`config.mk`:
```
export PLATFORM = sky130hd
export DESIGN_NAME = phy_basic_ctrl_status_regs
export DESIGN_NICKNAME = d
export VERILOG_FILES = /design/src/phy_regs_pkg.sv /design/src/phy_basic_ctrl_status_regs.sv /design/src/pin_sync.sv
export SDC_FILE = /design/constraint.sdc
export NUM_CORES = 1
export LEC_CHECK = 0
export BUFFER_PORTS_ARGS = -buffer_cell sky130_fd_sc_hd__buf_4
export CORE_UTILIZATION = 27
export CTS_BUF_LIST = sky130_fd_sc_hd__clkbuf_4 sky130_fd_sc_hd__clkbuf_8 sky130_fd_sc_hd__clkbuf_16
export DETAILED_ROUTE_END_ITERATION = 10
export GPL_ROUTABILITY_DRIVEN = 0
export PLACE_DENSITY_LB_ADDON = 0.15
export SETUP_SLACK_MARGIN = 0.15
export SLEW_MARGIN = 20
export SYNTH_ARGS = -nofsm -noshare
export SYNTH_HDL_FRONTEND = slang
export SYNTH_SLANG_ARGS = --single-unit
```
`constraint.sdc`:
```
create_clock -name mclk_in -period 4.84 [get_ports mclk_in]
set_input_delay 1.21 -clock mclk_in [delete_from_list [all_inputs] [get_ports mclk_in]]
set_output_delay 1.21 -clock mclk_in [all_outputs]
set_load 0.005 [all_outputs]
```
`src/phy_regs_pkg.sv`:
```
// Package: register map, field positions, reset values and types of the basic PHY registers
package phy_regs_pkg;

    // ------------------------------------------------------------------
    // Register indices on the serial management bus
    // ------------------------------------------------------------------
    localparam logic [4:0]  BASIC_CONTROL_IDX   = 5'h00;
    localparam logic [4:0]  BASIC_STATUS_IDX    = 5'h01;
    localparam int          REG_WIDTH           = 16;

    // ------------------------------------------------------------------
    // Control register field positions
    // ------------------------------------------------------------------
    localparam int          CTRL_SOFT_RESET_POS = 15;
    localparam int          CTRL_LOOP_POS       = 14;
    localparam int          CTRL_SPEED_POS      = 13;
    localparam int          CTRL_ANEG_POS       = 12;
    localparam int          CTRL_PDN_POS        = 11;
    localparam int          CTRL_AN_RESTART_POS = 9;
    localparam int          CTRL_DUPLEX_POS     = 8;
    localparam int          CTRL_COLTEST_POS    = 7;

    // Control reset values (autoneg enable comes from the strap)
    localparam logic        CTRL_LOOP_RST       = 1'b0;
    localparam logic        CTRL_SPEED_RST      = 1'b1;
    localparam logic        CTRL_PDN_RST        = 1'b0;
    localparam logic        CTRL_DUPLEX_RST     = 1'b1;
    localparam logic        CTRL_COLTEST_RST    = 1'b0;

    // ------------------------------------------------------------------
    // Status register: fixed ability bits and live field positions
    // ------------------------------------------------------------------
    localparam logic [15:0] STAT_FIXED          = 16'h7809;
    localparam int          STAT_AN_DONE_POS    = 5;
    localparam int          STAT_RFAULT_POS     = 4;
    localparam int          STAT_LINK_POS       = 2;
    localparam int          STAT_JABBER_POS     = 1;

    // ------------------------------------------------------------------
    // Management frame constants
    // ------------------------------------------------------------------
    localparam logic [5:0]  PREAMBLE_BITS       = 6'd32;
    localparam logic [5:0]  ADDR_BITS           = 6'd10;
    localparam logic [5:0]  DATA_LAST           = 6'd15;
    localparam logic [1:0]  OP_WRITE            = 2'b01;
    localparam logic [1:0]  OP_READ             = 2'b10;

    // Frame engine states
    typedef enum logic [2:0] {
        MS_PREAMBLE,
        MS_START,
        MS_OPCODE,
        MS_ADDR,
        MS_TURN,
        MS_TURN_DRIVE,
        MS_RDATA,
        MS_WDATA
    } mgmt_state_e;

    // Writable control fields
    typedef struct packed {
        logic internal_loop_enable;
        logic forced_speed_select;
        logic autoneg_enable;
        logic general_power_down;
        logic forced_duplex_select;
        logic collision_test_enable;
    } ctrl_s;

    // Live conditions from the PHY core
    typedef struct packed {
        logic an_complete;
        logic remote_fault;
        logic link_up;
        logic jabber;
    } phy_cond_s;

    // Negotiated result from the autoneg engine
    typedef struct packed {
        logic speed_100;
        logic full_duplex;
    } an_result_s;

endpackage : phy_regs_pkg

```
`src/phy_basic_ctrl_status_regs.sv`:
```
// Basic control and status registers of a PHY behind a serial management slave
//
// How it works
// - Control at index 0, status at 1
// - Bit 15 restores defaults, then self-clears
// - Loopback: no line transmit, data looped back
// - Bit 13 forces speed, resets to one
// - Autoneg enable overrides forced speed, duplex
// - Autoneg enable reset value from strap
// - Bit 11 general power down, resets zero
// - Bit 9 restarts autoneg, self-clears
// - Bit 8 forces duplex, resets to one
// - Collision test asserts collision while transmitting
// - Status 15..9 fixed ability bits
// - Status bit 8 reads zero
// - Status bit 7 reads zero
// - Preamble always required, bit 6 zero
// - Status bit 5 shows autoneg complete
// - Status bit 4 latched-high remote fault
// - Status bit 3 reads one
// - Status bit 2 latched-low link status
// - Status bit 1 latched-high jabber
// - Status bit 0 reads one
// - Reached only by serial management frames
// - Loopback powers transmitters down, collision quiet unless collision test is on
`timescale 1ns/10ps
module phy_basic_ctrl_status_regs (
    input  wire logic                      mclk_in,
    input  wire logic                      rst_in,
    // Management pins (clock and data from the master)
    input  wire logic                      mdc_in,
    input  wire logic                      mdio_in,
    output logic                           mdio_out,
    output logic                           mdio_oe_out,
    input  wire logic [4:0]                phy_addr_in,
    // Strap level from the hardware config register
    input  wire logic                      aneg_disable_in,
    // PHY core conditions and autoneg result
    input  wire phy_regs_pkg::phy_cond_s   cond_in,
    input  wire phy_regs_pkg::an_result_s  an_result_in,
    input  wire logic                      tx_en_in,
    input  wire logic                      line_col_in,
    // Control outputs
    output phy_regs_pkg::ctrl_s            ctrl_out,
    output logic                           speed_100_out,
    output logic                           full_duplex_out,
    output logic                           line_tx_enable_out,
    output logic                           collision_out,
    output logic                           soft_reset_out,
    output logic                           autoneg_restart_out
);

    // ------------------------------------------------------------------
    // Pin synchronisers
    // ------------------------------------------------------------------
    logic [6:0] pins_sync;
    logic       mdc_s;
    logic       mdio_s;
    logic [4:0] addr_s;

    pin_sync #(
        .W       (7)
    ) u_pin_sync (
        .mclk_in (mclk_in),
        .rst_in  (rst_in),
        .d_in    ({phy_addr_in, mdio_in, mdc_in}),
        .q_out   (pins_sync)
    );

    assign mdc_s  = pins_sync[0];
    assign mdio_s = pins_sync[1];
    assign addr_s = pins_sync[6:2];

    // ------------------------------------------------------------------
    // State
    // ------------------------------------------------------------------
    typedef struct packed {
        phy_regs_pkg::mgmt_state_e st;
        logic                      mdc_q;
        logic [5:0]                cnt;
        logic [1:0]                op;
        logic [9:0]                addr;
        logic [15:0]               sh;
        logic                      mdio_o;
        logic                      mdio_oe;
        logic                      init_done;
        phy_regs_pkg::ctrl_s       ctrl;
        logic                      lh_remote_fault;
        logic                      ll_link;
        logic                      lh_jabber;
        logic                      soft_reset;
        logic                      an_restart;
        logic                      speed_100;
        logic                      full_duplex;
        logic                      line_tx_en;
        logic                      col;
    } state_s;

    state_s state_r;
    state_s state_nxt;

    // ------------------------------------------------------------------
    // Read values
    // ------------------------------------------------------------------
    logic [15:0] ctrl_rd;
    logic [15:0] stat_rd;

    // Self-clearing and reserved bits read zero
    always_comb begin
        ctrl_rd                                   = 16'h0000;
        ctrl_rd[phy_regs_pkg::CTRL_LOOP_POS]      = state_r.ctrl.internal_loop_enable;
        ctrl_rd[phy_regs_pkg::CTRL_SPEED_POS]     = state_r.ctrl.forced_speed_select;
        ctrl_rd[phy_regs_pkg::CTRL_ANEG_POS]      = state_r.ctrl.autoneg_enable;
        ctrl_rd[phy_regs_pkg::CTRL_PDN_POS]       = state_r.ctrl.general_power_down;
        ctrl_rd[phy_regs_pkg::CTRL_DUPLEX_POS]    = state_r.ctrl.forced_duplex_select;
        ctrl_rd[phy_regs_pkg::CTRL_COLTEST_POS]   = state_r.ctrl.collision_test_enable;
    end

    // Fixed abilities plus live and latched conditions
    always_comb begin
        stat_rd = phy_regs_pkg::STAT_FIXED;
        stat_rd[phy_regs_pkg::STAT_AN_DONE_POS] = cond_in.an_complete;
        stat_rd[phy_regs_pkg::STAT_RFAULT_POS]  = state_r.lh_remote_fault;
        stat_rd[phy_regs_pkg::STAT_LINK_POS]    = state_r.ll_link;
        stat_rd[phy_regs_pkg::STAT_JABBER_POS]  = state_r.lh_jabber;
    end

    // ------------------------------------------------------------------
    // Next-state logic
    // ------------------------------------------------------------------
    logic        mdc_rise;
    logic        addr_hit;
    logic        stat_read;
    logic [15:0] wr_word;
    logic [4:0]  reg_idx;

    assign mdc_rise = mdc_s & ~state_r.mdc_q;
    assign reg_idx  = state_r.addr[4:0];
    assign addr_hit = (state_r.addr[9:5] == addr_s);
    assign wr_word  = {state_r.sh[14:0], mdio_s};

    // Status read is flagged when the read word is snapshotted
    always_comb begin
        stat_read = 1'b0;
        if (mdc_rise && state_r.st == phy_regs_pkg::MS_ADDR
            && state_r.cnt == phy_regs_pkg::ADDR_BITS - 6'd1
            && state_r.op == phy_regs_pkg::OP_READ
            && state_r.addr[8:4] == addr_s
            && {state_r.addr[3:0], mdio_s} == phy_regs_pkg::BASIC_STATUS_IDX) begin
            stat_read = 1'b1;
        end
    end

    always_comb begin
        state_nxt            = state_r;
        state_nxt.mdc_q      = mdc_s;
        state_nxt.soft_reset = 1'b0;
        state_nxt.an_restart = 1'b0;

        // Latched bits: a read reloads the current condition, so an
        // event in the read cycle is never lost
        if (stat_read) begin
            state_nxt.lh_remote_fault = cond_in.remote_fault;
            state_nxt.ll_link         = cond_in.link_up;
            state_nxt.lh_jabber       = cond_in.jabber;
        end else begin
            state_nxt.lh_remote_fault = state_r.lh_remote_fault | cond_in.remote_fault;
            state_nxt.ll_link         = state_r.ll_link & cond_in.link_up;
            state_nxt.lh_jabber       = state_r.lh_jabber | cond_in.jabber;
        end

        // Strap captured on the first edge after reset release
        if (!state_r.init_done) begin
            state_nxt.init_done           = 1'b1;
            state_nxt.ctrl.autoneg_enable = ~aneg_disable_in;
        end

        // Frame engine, advanced on rising MDC only
        if (mdc_rise) begin
            unique case (state_r.st)
                phy_regs_pkg::MS_PREAMBLE: begin
                    // Count ones; a zero after a full preamble is start bit one
                    if (mdio_s) begin
                        if (state_r.cnt < phy_regs_pkg::PREAMBLE_BITS) begin
                            state_nxt.cnt = state_r.cnt + 6'd1;
                        end
                    end else if (state_r.cnt == phy_regs_pkg::PREAMBLE_BITS) begin
                        state_nxt.st = phy_regs_pkg::MS_START;
                    end else begin
                        state_nxt.cnt = 6'd0;
                    end
                end
                phy_regs_pkg::MS_START: begin
                    state_nxt.cnt = 6'd0;
                    state_nxt.st  = mdio_s ? phy_regs_pkg::MS_OPCODE
                                           : phy_regs_pkg::MS_PREAMBLE;
                end
                phy_regs_pkg::MS_OPCODE: begin
                    state_nxt.op = {state_r.op[0], mdio_s};
                    if (state_r.cnt == 6'd1) begin
                        state_nxt.cnt = 6'd0;
                        state_nxt.st  = phy_regs_pkg::MS_ADDR;
                    end else begin
                        state_nxt.cnt = state_r.cnt + 6'd1;
                    end
                end
                phy_regs_pkg::MS_ADDR: begin
                    // PHY address then register index, MSB first
                    state_nxt.addr = {state_r.addr[8:0], mdio_s};
                    if (state_r.cnt == phy_regs_pkg::ADDR_BITS - 6'd1) begin
                        state_nxt.cnt = 6'd0;
                        state_nxt.st  = phy_regs_pkg::MS_TURN;
                        if (stat_read) begin
                            state_nxt.sh = stat_rd;
                        end else begin
                            state_nxt.sh = ctrl_rd;
                        end
                    end else begin
                        state_nxt.cnt = state_r.cnt + 6'd1;
                    end
                end
                phy_regs_pkg::MS_TURN: begin
                    // First turnaround bit: stay released in both directions
                    state_nxt.cnt = 6'd0;
                    if (!addr_hit) begin
                        state_nxt.st = phy_regs_pkg::MS_PREAMBLE;
                    end else if (state_r.op == phy_regs_pkg::OP_READ
                                 && reg_idx <= phy_regs_pkg::BASIC_STATUS_IDX) begin
                        state_nxt.mdio_o  = 1'b0;
                        state_nxt.mdio_oe = 1'b1;
                        state_nxt.st      = phy_regs_pkg::MS_TURN_DRIVE;
                    end else if (state_r.op == phy_regs_pkg::OP_WRITE) begin
                        state_nxt.st = phy_regs_pkg::MS_WDATA;
                    end else begin
                        state_nxt.st = phy_regs_pkg::MS_PREAMBLE;
                    end
                end
                phy_regs_pkg::MS_TURN_DRIVE: begin
                    // Zero of the turnaround done; present the MSB
                    state_nxt.mdio_o = state_r.sh[15];
                    state_nxt.sh     = {state_r.sh[14:0], 1'b0};
                    state_nxt.st     = phy_regs_pkg::MS_RDATA;
                end
                phy_regs_pkg::MS_RDATA: begin
                    if (state_r.cnt == phy_regs_pkg::DATA_LAST) begin
                        state_nxt.mdio_oe = 1'b0;
                        state_nxt.mdio_o  = 1'b0;
                        state_nxt.cnt     = 6'd0;
                        state_nxt.st      = phy_regs_pkg::MS_PREAMBLE;
                    end else begin
                        state_nxt.mdio_o = state_r.sh[15];
                        state_nxt.sh     = {state_r.sh[14:0], 1'b0};
                        state_nxt.cnt    = state_r.cnt + 6'd1;
                    end
                end
                phy_regs_pkg::MS_WDATA: begin
                    // Write lands on the last data bit; second turnaround
                    // bit was skipped in MS_TURN and is the first shifted
                    state_nxt.sh = wr_word;
                    if (state_r.cnt == phy_regs_pkg::DATA_LAST + 6'd1) begin
                        state_nxt.cnt = 6'd0;
                        state_nxt.st  = phy_regs_pkg::MS_PREAMBLE;
                        if (reg_idx == phy_regs_pkg::BASIC_CONTROL_IDX) begin
                            if (wr_word[phy_regs_pkg::CTRL_SOFT_RESET_POS]) begin
                                // Defaults back, strap re-read next cycle
                                state_nxt.ctrl.internal_loop_enable  = phy_regs_pkg::CTRL_LOOP_RST;
                                state_nxt.ctrl.forced_speed_select   = phy_regs_pkg::CTRL_SPEED_RST;
                                state_nxt.ctrl.general_power_down    = phy_regs_pkg::CTRL_PDN_RST;
                                state_nxt.ctrl.forced_duplex_select  = phy_regs_pkg::CTRL_DUPLEX_RST;
                                state_nxt.ctrl.collision_test_enable = phy_regs_pkg::CTRL_COLTEST_RST;
                                state_nxt.init_done                  = 1'b0;
                                state_nxt.lh_remote_fault            = 1'b0;
                                state_nxt.ll_link                    = 1'b0;
                                state_nxt.lh_jabber                  = 1'b0;
                                state_nxt.soft_reset                 = 1'b1;
                            end else begin
                                // Reserved positions are simply not stored
                                state_nxt.ctrl.internal_loop_enable  =
                                    wr_word[phy_regs_pkg::CTRL_LOOP_POS];
                                state_nxt.ctrl.forced_speed_select   =
                                    wr_word[phy_regs_pkg::CTRL_SPEED_POS];
                                state_nxt.ctrl.autoneg_enable        =
                                    wr_word[phy_regs_pkg::CTRL_ANEG_POS];
                                state_nxt.ctrl.general_power_down    =
                                    wr_word[phy_regs_pkg::CTRL_PDN_POS];
                                state_nxt.ctrl.forced_duplex_select  =
                                    wr_word[phy_regs_pkg::CTRL_DUPLEX_POS];
                                state_nxt.ctrl.collision_test_enable =
                                    wr_word[phy_regs_pkg::CTRL_COLTEST_POS];
                                state_nxt.an_restart                 =
                                    wr_word[phy_regs_pkg::CTRL_AN_RESTART_POS];
                            end
                        end
                    end else begin
                        state_nxt.cnt = state_r.cnt + 6'd1;
                    end
                end
            endcase
        end

        // Effective speed and duplex: negotiated result wins when enabled
        if (state_r.ctrl.autoneg_enable) begin
            state_nxt.speed_100   = an_result_in.speed_100;
            state_nxt.full_duplex = an_result_in.full_duplex;
        end else begin
            state_nxt.speed_100   = state_r.ctrl.forced_speed_select;
            state_nxt.full_duplex = state_r.ctrl.forced_duplex_select;
        end

        // Transmitters off in loopback or power down, whatever tx_en says
        state_nxt.line_tx_en = tx_en_in & ~state_r.ctrl.internal_loop_enable
                               & ~state_r.ctrl.general_power_down;

        // Collision: test mode follows transmit, even in loopback; otherwise loopback keeps it quiet
        if (state_r.ctrl.collision_test_enable) begin
            state_nxt.col = tx_en_in;
        end else if (state_r.ctrl.internal_loop_enable) begin
            state_nxt.col = 1'b0;
        end else begin
            state_nxt.col = line_col_in;
        end
    end

    // ------------------------------------------------------------------
    // Registers
    // ------------------------------------------------------------------
    // Async reset to constants only; strap is caught after release
    always_ff @(posedge mclk_in or posedge rst_in) begin
        if (rst_in) begin
            state_r                            <= '0;
            state_r.st                         <= phy_regs_pkg::MS_PREAMBLE;
            state_r.ctrl.forced_speed_select   <= phy_regs_pkg::CTRL_SPEED_RST;
            state_r.ctrl.forced_duplex_select  <= phy_regs_pkg::CTRL_DUPLEX_RST;
            state_r.speed_100                  <= phy_regs_pkg::CTRL_SPEED_RST;
            state_r.full_duplex                <= phy_regs_pkg::CTRL_DUPLEX_RST;
        end else begin
            state_r <= state_nxt;
        end
    end

    // ------------------------------------------------------------------
    // Outputs, all straight from state flops
    // ------------------------------------------------------------------
    assign mdio_out            = state_r.mdio_o;
    assign mdio_oe_out         = state_r.mdio_oe;
    assign ctrl_out            = state_r.ctrl;
    assign speed_100_out       = state_r.speed_100;
    assign full_duplex_out     = state_r.full_duplex;
    assign line_tx_enable_out  = state_r.line_tx_en;
    assign collision_out       = state_r.col;
    assign soft_reset_out      = state_r.soft_reset;
    assign autoneg_restart_out = state_r.an_restart;

endmodule : phy_basic_ctrl_status_regs

```
`src/pin_sync.sv`:
```
// Two-stage synchroniser for pins that arrive from outside the clock domain
`timescale 1ns/10ps
module pin_sync #(
    parameter int W = 1
) (
    input  wire logic         mclk_in,
    input  wire logic         rst_in,
    input  wire logic [W-1:0] d_in,
    output logic      [W-1:0] q_out
);

    // ------------------------------------------------------------------
    // State
    // ------------------------------------------------------------------
    typedef struct packed {
        logic [W-1:0] meta;
        logic [W-1:0] stable;
    } sync_s;

    sync_s sync_r;
    sync_s sync_nxt;

    // Each bit gets its own pair of stages
    for (genvar i = 0; i < W; i++) begin : g_bit
        always_comb begin
            sync_nxt.meta[i]   = d_in[i];
            sync_nxt.stable[i] = sync_r.meta[i];
        end
    end

    // First stage is read only by the second
    always_ff @(posedge mclk_in or posedge rst_in) begin
        if (rst_in) begin
            sync_r <= '0;
        end else begin
            sync_r <= sync_nxt;
        end
    end

    assign q_out = sync_r.stable;

endmodule : pin_sync

```
==> qor.csv <==
metric;value;unit
arrival;3.01;ns
grt_pass1_wl;12.1;mm
ys_seq_area_share;53.3;%
start_util;27.6;%
critPathBufInv;0;
syn_area;3300;um2
rsz0062_at_grt;false;
clock-sinks;70;
cts_root_buf;clkbuf_16;
crit_cells;5;
fin_util;32.6;%
grt_max_degree;43;
dp_cells;475;
fin_crit;2.78;ns
synth_top_area_cell;dfrtp_1;
synth-seq-cells;70;
clk_pin_slew;0.05;ns
rows;40;
coreArea;12000;um2
wire_per_inst;14.4;um
setup_viol;0;
ys_types;53;
clk_latency;0.34;ns
post-dp-hpwl;4.83;mm
diodes;0;
drv_slew;0;
synth.area.top_cells;dfrtp_1, mux2_2, o21ai_0;
slew_headroom;31.2;%
crit_chain;and2_1, nand3_1, nor4_4, and2b_2, o21a_1;
hold_slack;0.344;ns
synth_flop_cell;dfrtp_1;
maxCapViolations;0;
end_kind;flop;
cts_tree;built;
pin_count;32;
vias;2363;
grt_use_total;12.6;%
finalCritPeriodShare;57.4;%
drc_errors;0;
port_buffers;31;
syn-instance-count;317;
drt_first_iter_violations;133;
synth_top_area_share;50.1;%
required;5.07;ns
dieArea;12700;um2
die_x;113;um
postLayoutCellArea;3900;um2
grt-ovfl-total;0;
ys_warn_count;0;
cts_buffers;9;
final_layout_size_suffix_gt1_share;22.7;%
synthesis.nets;338;
critPathKind;reg -> reg;
max_slew.worst_pin.slew;1.03;ns
grt_pass1_vias;2385;
synthTopCellsByCount;dfrtp_1, nor2_1, o21ai_0;
ant_nets;0;
synthMostInstantiatedCell;dfrtp_1;
skew;0.00715;ns
die_height;113;um
clock_path_buffers;2;
critPathLaunchType;flop;
status;complete, no violations;
cp_slowest_stage_delay;0.88;ns
ff2ff_setup_slack;2.06;ns
crit_start;state_r[53];
finalHoldViolCount;0;
async_flop_share;100;%
r2r-start;state_r[53];
h-tree-depth;3;
worstHoldPathType;reg -> reg;
crit_slowest_cell;nor4_4;
synth.avg_cell_area;10.4;um2
finalWirelength;7.08;mm
r2r_end;stat_rd[4];
antenna_found_initial;0;
power_density;348;nW/um2
drt_pre_antenna_iters;6;
crit_end;stat_rd[4];
cts_resized;0;
crit_family;simple AND/OR/NAND/NOR gates;
reg2reg_depth;5;
fmax;360;MHz
power_leakage;1.70;nW
area_growth;18.4;%
viasPerCell;4.81;
fin_nets;360;
dpl_cell_area;3610;um2
irDropWorstVdd;169;uV
path_max_fanout;16;
fin_cells;491;
postCtsHoldBufs;0;
post-cts-setup-buffer-count;0;
fin_setup_tns;0;ns
synth_edf_count;0;
-- per-layer routing --
| layer | part of all wire [%] | GRT usage, % | wire [um] | up-vias |
|---|---|---|---|---|
| li1 | - | - | - | 1157 |
| met1 | 50 | 16.8 | 3560 | 1146 |
| met2 | 43 | 18.0 | 3060 | 46 |
| met3 | 4.0 | 3.89 | 282 | 14 |
| met4 | 2.5 | 6.93 | 178 | 0 |
| met5 | 0 | 0 | 0 | - |
-- per-stage QoR --
step,setup WS [ns],power [mW]
floorplan,1.87,0.677
global placement,2.05,0.712
detailed placement,2.02,0.710
CTS,2.01,1.38
global route,1.77,1.42
finish,2.06,1.36
-- worst min path at each step --
| stage | from | end | cells after the start |
|---|---|---|---|
| after floorplan | u_pin_sync.sync_nxt[0] | u_pin_sync.q_out[0] | 0 |
| after global placement | u_pin_sync.sync_nxt[1] | u_pin_sync.q_out[1] | 0 |
| final | u_pin_sync.sync_nxt[2] | u_pin_sync.q_out[2] | 0 |
| after global routing | u_pin_sync.sync_nxt[3] | u_pin_sync.q_out[3] | 0 |
| after CTS | u_pin_sync.sync_nxt[0] | u_pin_sync.q_out[0] | 0 |
| after detailed placement | u_pin_sync.sync_nxt[0] | u_pin_sync.q_out[0] | 0 |
-- kinds of logic after synthesis --
logic type      Yosys count  share of synthesized area, %
simple gates             98                          16.0
compound gates           83                          15.9
flops                    70                          53.3
buf+inv                  37                          5.54
mux                      16                          5.42
xor+xnor                 10                          2.66
fa+ha+maj                 3                          1.14
-- state kept, by name, summed over array words and instances (netlist names) --
signal and cells:
stat_rd 3, mdio_out 1, reg_idx 5, state_r 34, ctrl_out 6, u_pin_sync.q_out 7, collision_out 1, line_tx_enable_out 1
full_duplex_out 1, u_pin_sync.sync_nxt 7, speed_100_out 1, soft_reset_out 1, autoneg_restart_out 1, mdio_oe_out 1
-- power breakdown --
group,switching (mW),internal [mW],total (mW)
sequential,0.0138,0.600,0.614
clock,0.247,0.415,0.662
combinational,0.0463,0.0381,0.0844
-- layout make-up --
| cell class | count | area, um2 |
|---|---|---|
| inverter | 15 | 56.3 |
| timing repair buffer | 33 | 248 |
| clock inverter | 4 | 48.8 |
| sequential | 70 | 1760 |
| clock buffer | 12 | 248 |
| tap | 147 | 184 |
| fill | 1223 | 8060 |
| multi-input combinational | 210 | 1360 |
-- placed cells by master (no fill, tap or decap), types with 4 or more instances in the layout --
master	netlist	routed
a21oi_1	20	19
a22oi_1	4	4
a31oi_1	4	4
and2_1	4	4
buf_4	9	33
clkbuf_16	0	9
dfrtp_1	66	66
dfstp_2	4	4
inv_1	15	14
mux2_2	15	15
nand2_1	21	21
nand3_1	12	12
nand3b_1	4	4
nor2_1	25	25
nor3_1	4	4
o21ai_0	25	25
o31ai_1	5	5
xnor2_1	9	9
-- worst reg2reg max path, delay by kind of cell, from the launching register on --
kind / cells / cell delay (ns)
AOI/OAI and AO/OA: 1 / 0.16
DFF: 1 / 0.61
and+or+nand+nor: 4 / 1.91
(Power assumes the default switching activity.)
